--- src/design/pia_pkg.sv ---
// package: constants and types for the host bus and register select block
// Summary of operation
// RULE1 - selected only when both high selects are high and the low select low
// RULE2 - code 00: side A port output if A control bit 2, else direction
// RULE3 - code 10: side B port output if B control bit 2, else direction
// RULE4 - code 01 picks side A control, code 11 side B control, always
// RULE5 - bit7 flag one, bit6 flag two, 5:3 line two, 2 access, 1:0 line one
// RULE6 - every host transfer is timed by the phase-two clock only
// RULE7 - the processor generates and supplies the phase-two clock
// RULE8 - selected read drives the addressed register through the bus buffer
// RULE9 - on writes the data lines stay inputs; processor drives the byte
// RULE10 - data lines float whenever the chip-select condition is not met
// RULE11 - direction and target follow read/write, selects and controls
// RULE12 - read/write high means read, low means write
// RULE13 - low reset pin clears every register, making all port lines inputs
// RULE14 - a direction bit of one makes its port line an output
// RULE15 - written byte lands only after the phase-two trailing edge
// RULE16 - a selected write updates only the single addressed register
package pia_pkg;

    // ------------------------------------------------------------
    // control register layout
    // ------------------------------------------------------------
    localparam int CTL_FLAG1_BIT = 7;
    localparam int CTL_FLAG2_BIT = 6;
    localparam int CTL_DIR_ACCESS_BIT = 2;
    localparam logic [7:0] CTL_WRITE_MASK = 8'h3F;
    localparam logic [7:0] REG_RESET = 8'h00;

    // ------------------------------------------------------------
    // register select codes {reg_sel_hi, reg_sel_lo}
    // ------------------------------------------------------------
    localparam logic [1:0] RS_SIDE_A = 2'b00;
    localparam logic [1:0] RS_CTL_A = 2'b01;
    localparam logic [1:0] RS_SIDE_B = 2'b10;
    localparam logic [1:0] RS_CTL_B = 2'b11;

    // ------------------------------------------------------------
    // types
    // ------------------------------------------------------------
    typedef enum logic [2:0] {
        TGT_DIR_A = 3'b000,
        TGT_PORT_A = 3'b001,
        TGT_CTL_A = 3'b010,
        TGT_DIR_B = 3'b100,
        TGT_PORT_B = 3'b101,
        TGT_CTL_B = 3'b110
    } target_t;

    typedef enum logic [1:0] {
        PH_LOW = 2'b00,
        PH_HIGH = 2'b01
    } phase_t;

    // host pins after sampling; field order fixes the reset pattern below
    typedef struct packed {
        logic phase_two_clk;
        logic select_high_a;
        logic select_high_b;
        logic select_low_n;
        logic reg_sel_hi;
        logic reg_sel_lo;
        logic read_write_n;
        logic reset_n;
        logic [7:0] data;
    } host_pins_t;

    // idle pins: low select and reset pin held inactive
    localparam logic [15:0] PINS_RESET = 16'h1100;

    // access latched at the phase-two rising edge
    typedef struct packed {
        logic selected;
        logic read;
        target_t target;
        logic [7:0] data;
    } access_t;

    typedef struct packed {
        logic [7:0] control;
        logic [7:0] direction;
        logic [7:0] port_out;
    } side_regs_t;

endpackage

--- src/design/pia_host_bus_register_select.sv ---
// host bus interface, register select and register file of the adapter
`timescale 1ns/1ps
module pia_host_bus_register_select (
    // clock, reset, enable
    input wire logic clk_i,
    input wire logic reset_i,
    input wire logic ce_i,
    // processor bus pins
    input wire logic phase_two_clk_i,
    input wire logic select_high_a_i,
    input wire logic select_high_b_i,
    input wire logic select_low_n_i,
    input wire logic reg_sel_hi_i,
    input wire logic reg_sel_lo_i,
    input wire logic read_write_n_i,
    input wire logic reset_n_i,
    input wire logic [7:0] data_i,
    output logic [7:0] data_o,
    output logic data_oe_o,
    // flag set pulses from the control-line logic, [1]=line one
    input wire logic [1:0] side_a_flag_set_i,
    input wire logic [1:0] side_b_flag_set_i,
    // register contents toward the port and control-line logic
    output logic [7:0] side_a_control_o,
    output logic [7:0] side_b_control_o,
    output logic [7:0] side_a_direction_o,
    output logic [7:0] side_b_direction_o,
    output logic [7:0] side_a_port_out_o,
    output logic [7:0] side_b_port_out_o
);

    localparam int PIN_W = $bits(pia_pkg::host_pins_t);

    // ------------------------------------------------------------
    // pin synchroniser and agreement filter
    // ------------------------------------------------------------
    logic [PIN_W-1:0] raw_pins;
    logic [PIN_W-1:0] sync1_q;
    logic [PIN_W-1:0] sync2_q;
    logic [PIN_W-1:0] sync3_q;
    logic [PIN_W-1:0] filt_q;
    logic [PIN_W-1:0] filt_d;
    pia_pkg::host_pins_t pins;

    // pack the pins once so every bit sees the same stages
    always_comb begin
        raw_pins = {phase_two_clk_i, select_high_a_i, select_high_b_i,
                    select_low_n_i, reg_sel_hi_i, reg_sel_lo_i,
                    read_write_n_i, reset_n_i, data_i};
    end

    // a bit moves only when stages two and three agree
    genvar gi;
    generate
        for (gi = 0; gi < PIN_W; gi = gi + 1) begin : g_filter
            assign filt_d[gi] = (sync2_q[gi] == sync3_q[gi]) ?
                                sync3_q[gi] : filt_q[gi];
        end
    endgenerate

    // stage one feeds stage two only
    always_ff @(posedge clk_i) begin
        if (reset_i) begin
            sync1_q <= pia_pkg::PINS_RESET;
            sync2_q <= pia_pkg::PINS_RESET;
            sync3_q <= pia_pkg::PINS_RESET;
            filt_q <= pia_pkg::PINS_RESET;
        end else if (ce_i) begin
            sync1_q <= raw_pins;
            sync2_q <= sync1_q;
            sync3_q <= sync2_q;
            filt_q <= filt_d;
        end
    end

    assign pins = pia_pkg::host_pins_t'(filt_q);

    // ------------------------------------------------------------
    // select and address decode
    // ------------------------------------------------------------
    pia_pkg::side_regs_t side_a_q;
    pia_pkg::side_regs_t side_a_d;
    pia_pkg::side_regs_t side_b_q;
    pia_pkg::side_regs_t side_b_d;
    logic sel_live;
    pia_pkg::target_t tgt_live;

    // the access bit of each side chooses port or direction register
    function automatic pia_pkg::target_t decode(input logic [1:0] rs,
                                                input logic a_acc,
                                                input logic b_acc);
        pia_pkg::target_t t;
        t = pia_pkg::TGT_CTL_B;
        if (rs == pia_pkg::RS_SIDE_A) begin
            t = a_acc ? pia_pkg::TGT_PORT_A : pia_pkg::TGT_DIR_A; // see RULE2
        end else if (rs == pia_pkg::RS_CTL_A) begin
            t = pia_pkg::TGT_CTL_A; // see RULE4
        end else if (rs == pia_pkg::RS_SIDE_B) begin
            t = b_acc ? pia_pkg::TGT_PORT_B : pia_pkg::TGT_DIR_B; // see RULE3
        end else begin
            t = pia_pkg::TGT_CTL_B; // see RULE4
        end
        return t;
    endfunction

    // three-line select and joint decode from both controls
    always_comb begin
        sel_live = pins.select_high_a & pins.select_high_b &
                   ~pins.select_low_n; // see RULE1
        tgt_live = decode({pins.reg_sel_hi, pins.reg_sel_lo},
                          side_a_q.control[pia_pkg::CTL_DIR_ACCESS_BIT],
                          side_b_q.control[pia_pkg::CTL_DIR_ACCESS_BIT]);
        // see RULE11
    end

    // ------------------------------------------------------------
    // phase-two sequencer and register file
    // ------------------------------------------------------------
    pia_pkg::phase_t phase_q;
    pia_pkg::phase_t phase_d;
    pia_pkg::access_t acc_q;
    pia_pkg::access_t acc_d;
    logic [7:0] buf_q;
    logic [7:0] buf_d;
    logic oe_q;
    logic oe_d;
    logic [1:0] clr_a;
    logic [1:0] clr_b;
    logic [7:0] rd_val;

    // read mux for the bus buffer
    always_comb begin
        case (tgt_live)
            pia_pkg::TGT_DIR_A: rd_val = side_a_q.direction;
            pia_pkg::TGT_PORT_A: rd_val = side_a_q.port_out;
            pia_pkg::TGT_CTL_A: rd_val = side_a_q.control;
            pia_pkg::TGT_DIR_B: rd_val = side_b_q.direction;
            pia_pkg::TGT_PORT_B: rd_val = side_b_q.port_out;
            default: rd_val = side_b_q.control;
        endcase
    end

    // writes wait for the trailing edge so port lines change cleanly
    always_comb begin
        phase_d = phase_q;
        acc_d = acc_q;
        side_a_d = side_a_q;
        side_b_d = side_b_q;
        clr_a = 2'b00;
        clr_b = 2'b00;
        case (phase_q)
            pia_pkg::PH_LOW: begin
                if (pins.phase_two_clk) begin // see RULE6
                    phase_d = pia_pkg::PH_HIGH;
                    acc_d.selected = sel_live;
                    acc_d.read = pins.read_write_n; // see RULE12
                    acc_d.target = tgt_live;
                    acc_d.data = pins.data;
                end
            end
            pia_pkg::PH_HIGH: begin
                if (pins.phase_two_clk) begin
                    // input register follows the bus until the edge
                    acc_d.data = pins.data; // see RULE9
                end else begin
                    phase_d = pia_pkg::PH_LOW;
                    if (acc_q.selected && acc_q.read) begin
                        // reading a port register acknowledges its flags
                        if (acc_q.target == pia_pkg::TGT_PORT_A) begin
                            clr_a = 2'b11;
                        end
                        if (acc_q.target == pia_pkg::TGT_PORT_B) begin
                            clr_b = 2'b11;
                        end
                    end else if (acc_q.selected) begin
                        // one target only, all others keep value
                        case (acc_q.target) // see RULE15 see RULE16
                            pia_pkg::TGT_DIR_A:
                                side_a_d.direction = acc_q.data;
                            pia_pkg::TGT_PORT_A:
                                side_a_d.port_out = acc_q.data;
                            pia_pkg::TGT_CTL_A:
                                side_a_d.control =
                                    (side_a_q.control &
                                     ~pia_pkg::CTL_WRITE_MASK) |
                                    (acc_q.data & pia_pkg::CTL_WRITE_MASK);
                            pia_pkg::TGT_DIR_B:
                                side_b_d.direction = acc_q.data;
                            pia_pkg::TGT_PORT_B:
                                side_b_d.port_out = acc_q.data;
                            default:
                                side_b_d.control =
                                    (side_b_q.control &
                                     ~pia_pkg::CTL_WRITE_MASK) |
                                    (acc_q.data & pia_pkg::CTL_WRITE_MASK);
                        endcase
                    end
                end
            end
            default: phase_d = pia_pkg::PH_LOW;
        endcase
        // flags: a set in the clearing cycle wins
        side_a_d.control[7:6] = (side_a_d.control[7:6] & ~clr_a) |
                                side_a_flag_set_i; // see RULE5
        side_b_d.control[7:6] = (side_b_d.control[7:6] & ~clr_b) |
                                side_b_flag_set_i; // see RULE5
        // reset pin clears all registers, so port lines turn inputs
        if (!pins.reset_n) begin // see RULE13
            phase_d = pia_pkg::PH_LOW;
            acc_d = '0;
            side_a_d = '0;
            side_b_d = '0;
        end
    end

    // bus drive: only during phase two of a selected read
    always_comb begin
        oe_d = pins.phase_two_clk & sel_live & pins.read_write_n &
               pins.reset_n; // see RULE8 see RULE9 see RULE10
        buf_d = oe_d ? rd_val : buf_q; // see RULE8
    end

    // register stage for sequencer, register file and bus buffer
    always_ff @(posedge clk_i) begin
        if (reset_i) begin
            phase_q <= pia_pkg::PH_LOW;
            acc_q <= '0;
            side_a_q <= '0;
            side_b_q <= '0;
            buf_q <= pia_pkg::REG_RESET;
            oe_q <= 1'b0;
        end else if (ce_i) begin
            phase_q <= phase_d;
            acc_q <= acc_d;
            side_a_q <= side_a_d;
            side_b_q <= side_b_d;
            buf_q <= buf_d;
            oe_q <= oe_d;
        end
    end

    // ------------------------------------------------------------
    // outputs, all straight from registers
    // ------------------------------------------------------------
    assign data_o = buf_q;
    assign data_oe_o = oe_q;
    assign side_a_control_o = side_a_q.control;
    assign side_b_control_o = side_b_q.control;
    // a one bit makes the matching port line an output; see RULE14
    assign side_a_direction_o = side_a_q.direction;
    assign side_b_direction_o = side_b_q.direction;
    assign side_a_port_out_o = side_a_q.port_out;
    assign side_b_port_out_o = side_b_q.port_out;
endmodule

--- config.mk ---
export PLATFORM = sky130hd
export DESIGN_NAME = pia_host_bus_register_select
export DESIGN_NICKNAME = d
export VERILOG_FILES = /design/src/design/pia_pkg.sv /design/src/design/pia_host_bus_register_select.sv
export SDC_FILE = /design/constraint.sdc
export NUM_CORES = 1
export LEC_CHECK = 0
export ABC_AREA = 1
export BUFFER_PORTS_ARGS = -buffer_cell sky130_fd_sc_hd__buf_2
export CORE_ASPECT_RATIO = 1.1
export CORE_MARGIN = 2
export CORE_UTILIZATION = 23
export CTS_CLUSTER_DIAMETER = 100
export CTS_CLUSTER_SIZE = 8
export DETAILED_ROUTE_END_ITERATION = 8
export PLACE_DENSITY = 0.46
export SYNTH_ARGS = -nofsm -noshare
export SYNTH_HDL_FRONTEND = slang
export SYNTH_SLANG_ARGS = --single-unit
--- constraint.sdc ---
create_clock -name clk_i -period 2.6 [get_ports clk_i]
set_clock_uncertainty 0.15 [all_clocks]
set_input_delay 0.39 -clock clk_i [delete_from_list [all_inputs] [get_ports clk_i]]
set_output_delay 0.39 -clock clk_i [all_outputs]
set_load 0.005 [all_outputs]
==> summary.md <==
| Metric | Value |
|---|---|
| CTS tree | `yes` |
| GR Overflow Total | `0` |
| Fin crit period | `2.00 ns` |
| Max frequency | `501 MHz` |
| Post-synth top area cell | `dfxtp_1` |
| Crit path cell chain | `inv_1 > nand2_1 > nor2_2 > nand2_1 > nand2_1 > inv_1 > nand2_1 > nand2_1 > a21oi_1` |
| Crit. End Element | `register` |
| Post-synth top cells | `135 x dfxtp_1, 119 x nand2_1, 112 x nor2_1, 112 x o21ai_0, 71 x inv_1` |
| Critical path's top delay family | `simple AND/OR/NAND/NOR gates` |
| Clock Tree Buf Depth | `2` |
| Syn_nets | `766` |
| P_int | `0.00417 W` |
| Element type at the critical path start | `register` |
| Hold depth | `3` |
| Worst skew pair latency | `0.42 ns` |
| Pre-CTS setup slack | `0.624 ns` |
| DR pass1 iterations | `5` |
| Peak supply drop | `0.000426 V` |
| Sw frac | `20.8%` |
| Sequential power share | `41.0%` |
| Final TNS setup | `0 ns` |
| Synth Register Bits | `135` |
| Post-synthesis sequential area ratio | `49.1%` |
| Top cells by area, synth | `dfxtp_1 49%, o21ai_0 10%, nand2_1 8.1%` |
| Power share of the clock group | `54.9%` |
| Root buf cell | `clkbuf_16` |
| Detailed placer's ending HPWL | `11.3 mm` |
| Post-CTS resize count | `0` |
| Mean Syn Cell Area | `7.40 um2` |
| Port Buffers | `79` |
| Most used DFF post-synth | `dfxtp_1` |
| Avg WL per Cell | `14.3 um` |
| Initial DRC Count | `299` |
| Mapped cell area | `5500 um2` |
| H-tree lvl count | `4` |
| Initial Util | `23.4%` |
| Global-route wire length before repair | `25.7 mm` |
| Final hold vios | `0` |
| Vias in the first global route | `4,627` |
| Die footprint | `25,200 um2` |
| Async S/R FF share, synth | `0%` |
| Max cap viols | `0` |
| CP required | `2.80 ns` |
| Hold Crit Class | `input port to register` |
| Worst path max stage delay | `0.43 ns` |
| Comb pwr share | `4.1%` |
| Residual DRC | `0` |
| Initial antenna violation count | `0` |
| YS warnings | `0` |
| DIE WIDTH | `151 um` |
| Fillers | `2,560` |
| Final wirelength | `16.3 mm` |
| R2R depth | `9` |
| DR vias | `5,005` |
| Cells after synthesis | `743` |
| Slowest cell on crit path | `dfxtp_1` |
| Critical Path Fanout Max | `12` |
| Tightest Pin Transition | `0.651 ns` |
| Status | `finished, final reports clean` |
| # diodes | `0` |
| Sink Count | `135` |
| IO Count | `80` |
| Inserted Clock Buffers | `17` |
| Power per cell area | `761 nW/um2` |
| Setup Buffers After CTS | `0` |
| Critical Path AT | `2.19 ns` |
| Storage element area | `2700 um2` |
| Final Setup Violations | `0` |
| NumNets Final | `840` |
| Chip Height | `166 um` |
| CTS clock-pin slew for the worst setup and hold paths | `0.06 ns` |
| Area of the multi-input gates | `2330 um2` |
| Crit path buf inv count | `2` |
| Antenna viol nets, final | `0` |
| Slew Limit Fails | `0` |
| Hold Buf Count CTS | `0` |
| Fin worst setup slack | `0.603 ns` |
| Cell with the most instances after synthesis | `dfxtp_1` |
| Share of cells above drive strength 1 | `18.2%` |
| Synth top area share | `49.1%` |
| Largest net degree at the start of global routing | `69` |
| Switching power | `0.00110 W` |
| Core area | `23,500 um2` |
| CP most frequent cell | `nand2_1` |
| RD Place Congestion | `0.773` |
| P_leak | `2.77 nW` |
| Gr usage total | `13.2%` |
| Worst slew margin | `56.6%` |
| Worst Setup Path Type | `register to register` |
| Synth cell types | `29` |
| Routed vias/inst | `4.41` |
| Post-synth EDFFs | `0` |
| # rows | `59` |
| Crit share post-route | `76.8%` |
| RSZ-0062 raised after global routing | `false` |
| Layout Area Growth over Synthesis | `25.8%` |
| Worst path depth | `9` |
[stage by stage]
step | total power, W | cells | instance area (um2) | utilization, % | hold WS, ns
after global placement | 0.00242 | 1103 | 6210 | 26.4 | 0.296
after global routing | 0.00546 | 1135 | 6920 | 29.4 | 0.0343
after floorplan | 0.00235 | 743 | 5500 | - | 0.279
after CTS | 0.00533 | 1135 | 6920 | 29.4 | 0.0268
final | 0.00527 | 1135 | 6920 | 29.4 | 0.0362
after detailed placement | 0.00242 | 1103 | 6210 | 26.4 | 0.306
[final cells by class]
type / count / area share [%]
Sequential cell: 135 / 39.1
Multi-Input combinational cell: 495 / 33.7
Timing Repair Buffer: 91 / 7.20
Clock buffer: 20 / 6.74
Tap cell: 305 / 5.51
Inverter: 77 / 4.21
Clock inverter: 12 / 3.54
[power by group through the flow]
| stage | sequential [W] | clock [W] | combinational, W |
|---|---|---|---|
| 2_1_floorplan | 0.00220 | 0 | 0.000153 |
| 3_3_place_gp | 0.00221 | 0 | 0.000215 |
| 3_5_place_dp | 0.00221 | 0 | 0.000217 |
| 4_1_cts | 0.00216 | 0.00295 | 0.000219 |
| 5_1_grt | 0.00217 | 0.00304 | 0.000249 |
| 6_report | 0.00216 | 0.00289 | 0.000214 |
[layer usage]
metal	wire length, um	part of all wire, %	vias up	global-route usage, %
met2	7450	46	105	20.1
met4	215	1.3	0	4.67
met1	7890	48	2278	18.2
met5	0	0	-	0
met3	735	4.5	15	2.97
li1	-	-	2607	-
[state kept, by name, indices dropped and copies added, names as in the netlist, 13 cells and up]
name,cells
acc_q,13
sync2_q,16
sync3_q,16
filt_q,16
sync1_q,16
[final timing paths]
| kind | startpoint | to | slack (ns) |
|---|---|---|---|
| setup / recovery | filt_q[10]$_SDFFE_PP0P_ | data_o[7]$_SDFFE_PP0P_ | 0.60 |
| hold / removal | select_low_n_i | sync1_q[12]$_SDFFE_PP1P_ | 0.04 |
| setup reg to reg | filt_q[10]$_SDFFE_PP0P_ | data_o[7]$_SDFFE_PP0P_ | 0.60 |
| hold reg to reg | sync3_q[14]$_SDFFE_PP0P_ | filt_q[14]$_SDFFE_PP0P_ | 0.31 |
[logic make-up (layout without fill, tap and decap cells)]
logic type,count (synthesis),after routing,synth area share (%)
compound gates,207,207,20.2
flops,135,135,49.1
buf+inv,113,200,8.44
simple gates,288,288,22.2
[layout by cell type, fill, tap and decap left out, types with 2 or more instances in the layout]
cell,synthesis,layout
dfxtp_1,135,135
nand2_1,119,119
nor2_1,112,112
o21ai_0,112,112
buf_2,9,79
inv_1,71,70
a21oi_1,64,64
nand3_1,27,27
clkbuf_16,0,17
nor3_1,12,12
a221oi_1,11,11
buf_4,1,11
o22ai_1,8,8
nor3_2,7,7
bufinv_16,0,7
inv_2,5,6
o21ai_1,4,4
clkinvlp_4,0,4
nand2_2,3,3
o21ai_2,3,3
nor2_2,3,3
clkbuf_8,0,3
o211ai_1,2,2
a21oi_2,2,2
nand4_1,2,2
[tightest hold or removal path, stage by stage]
cell,delay (ns)
buf_2,0.08
nand2_1,0.04
nand3_1,0.06
Note: power is estimated with default switching activity, not from simulation.
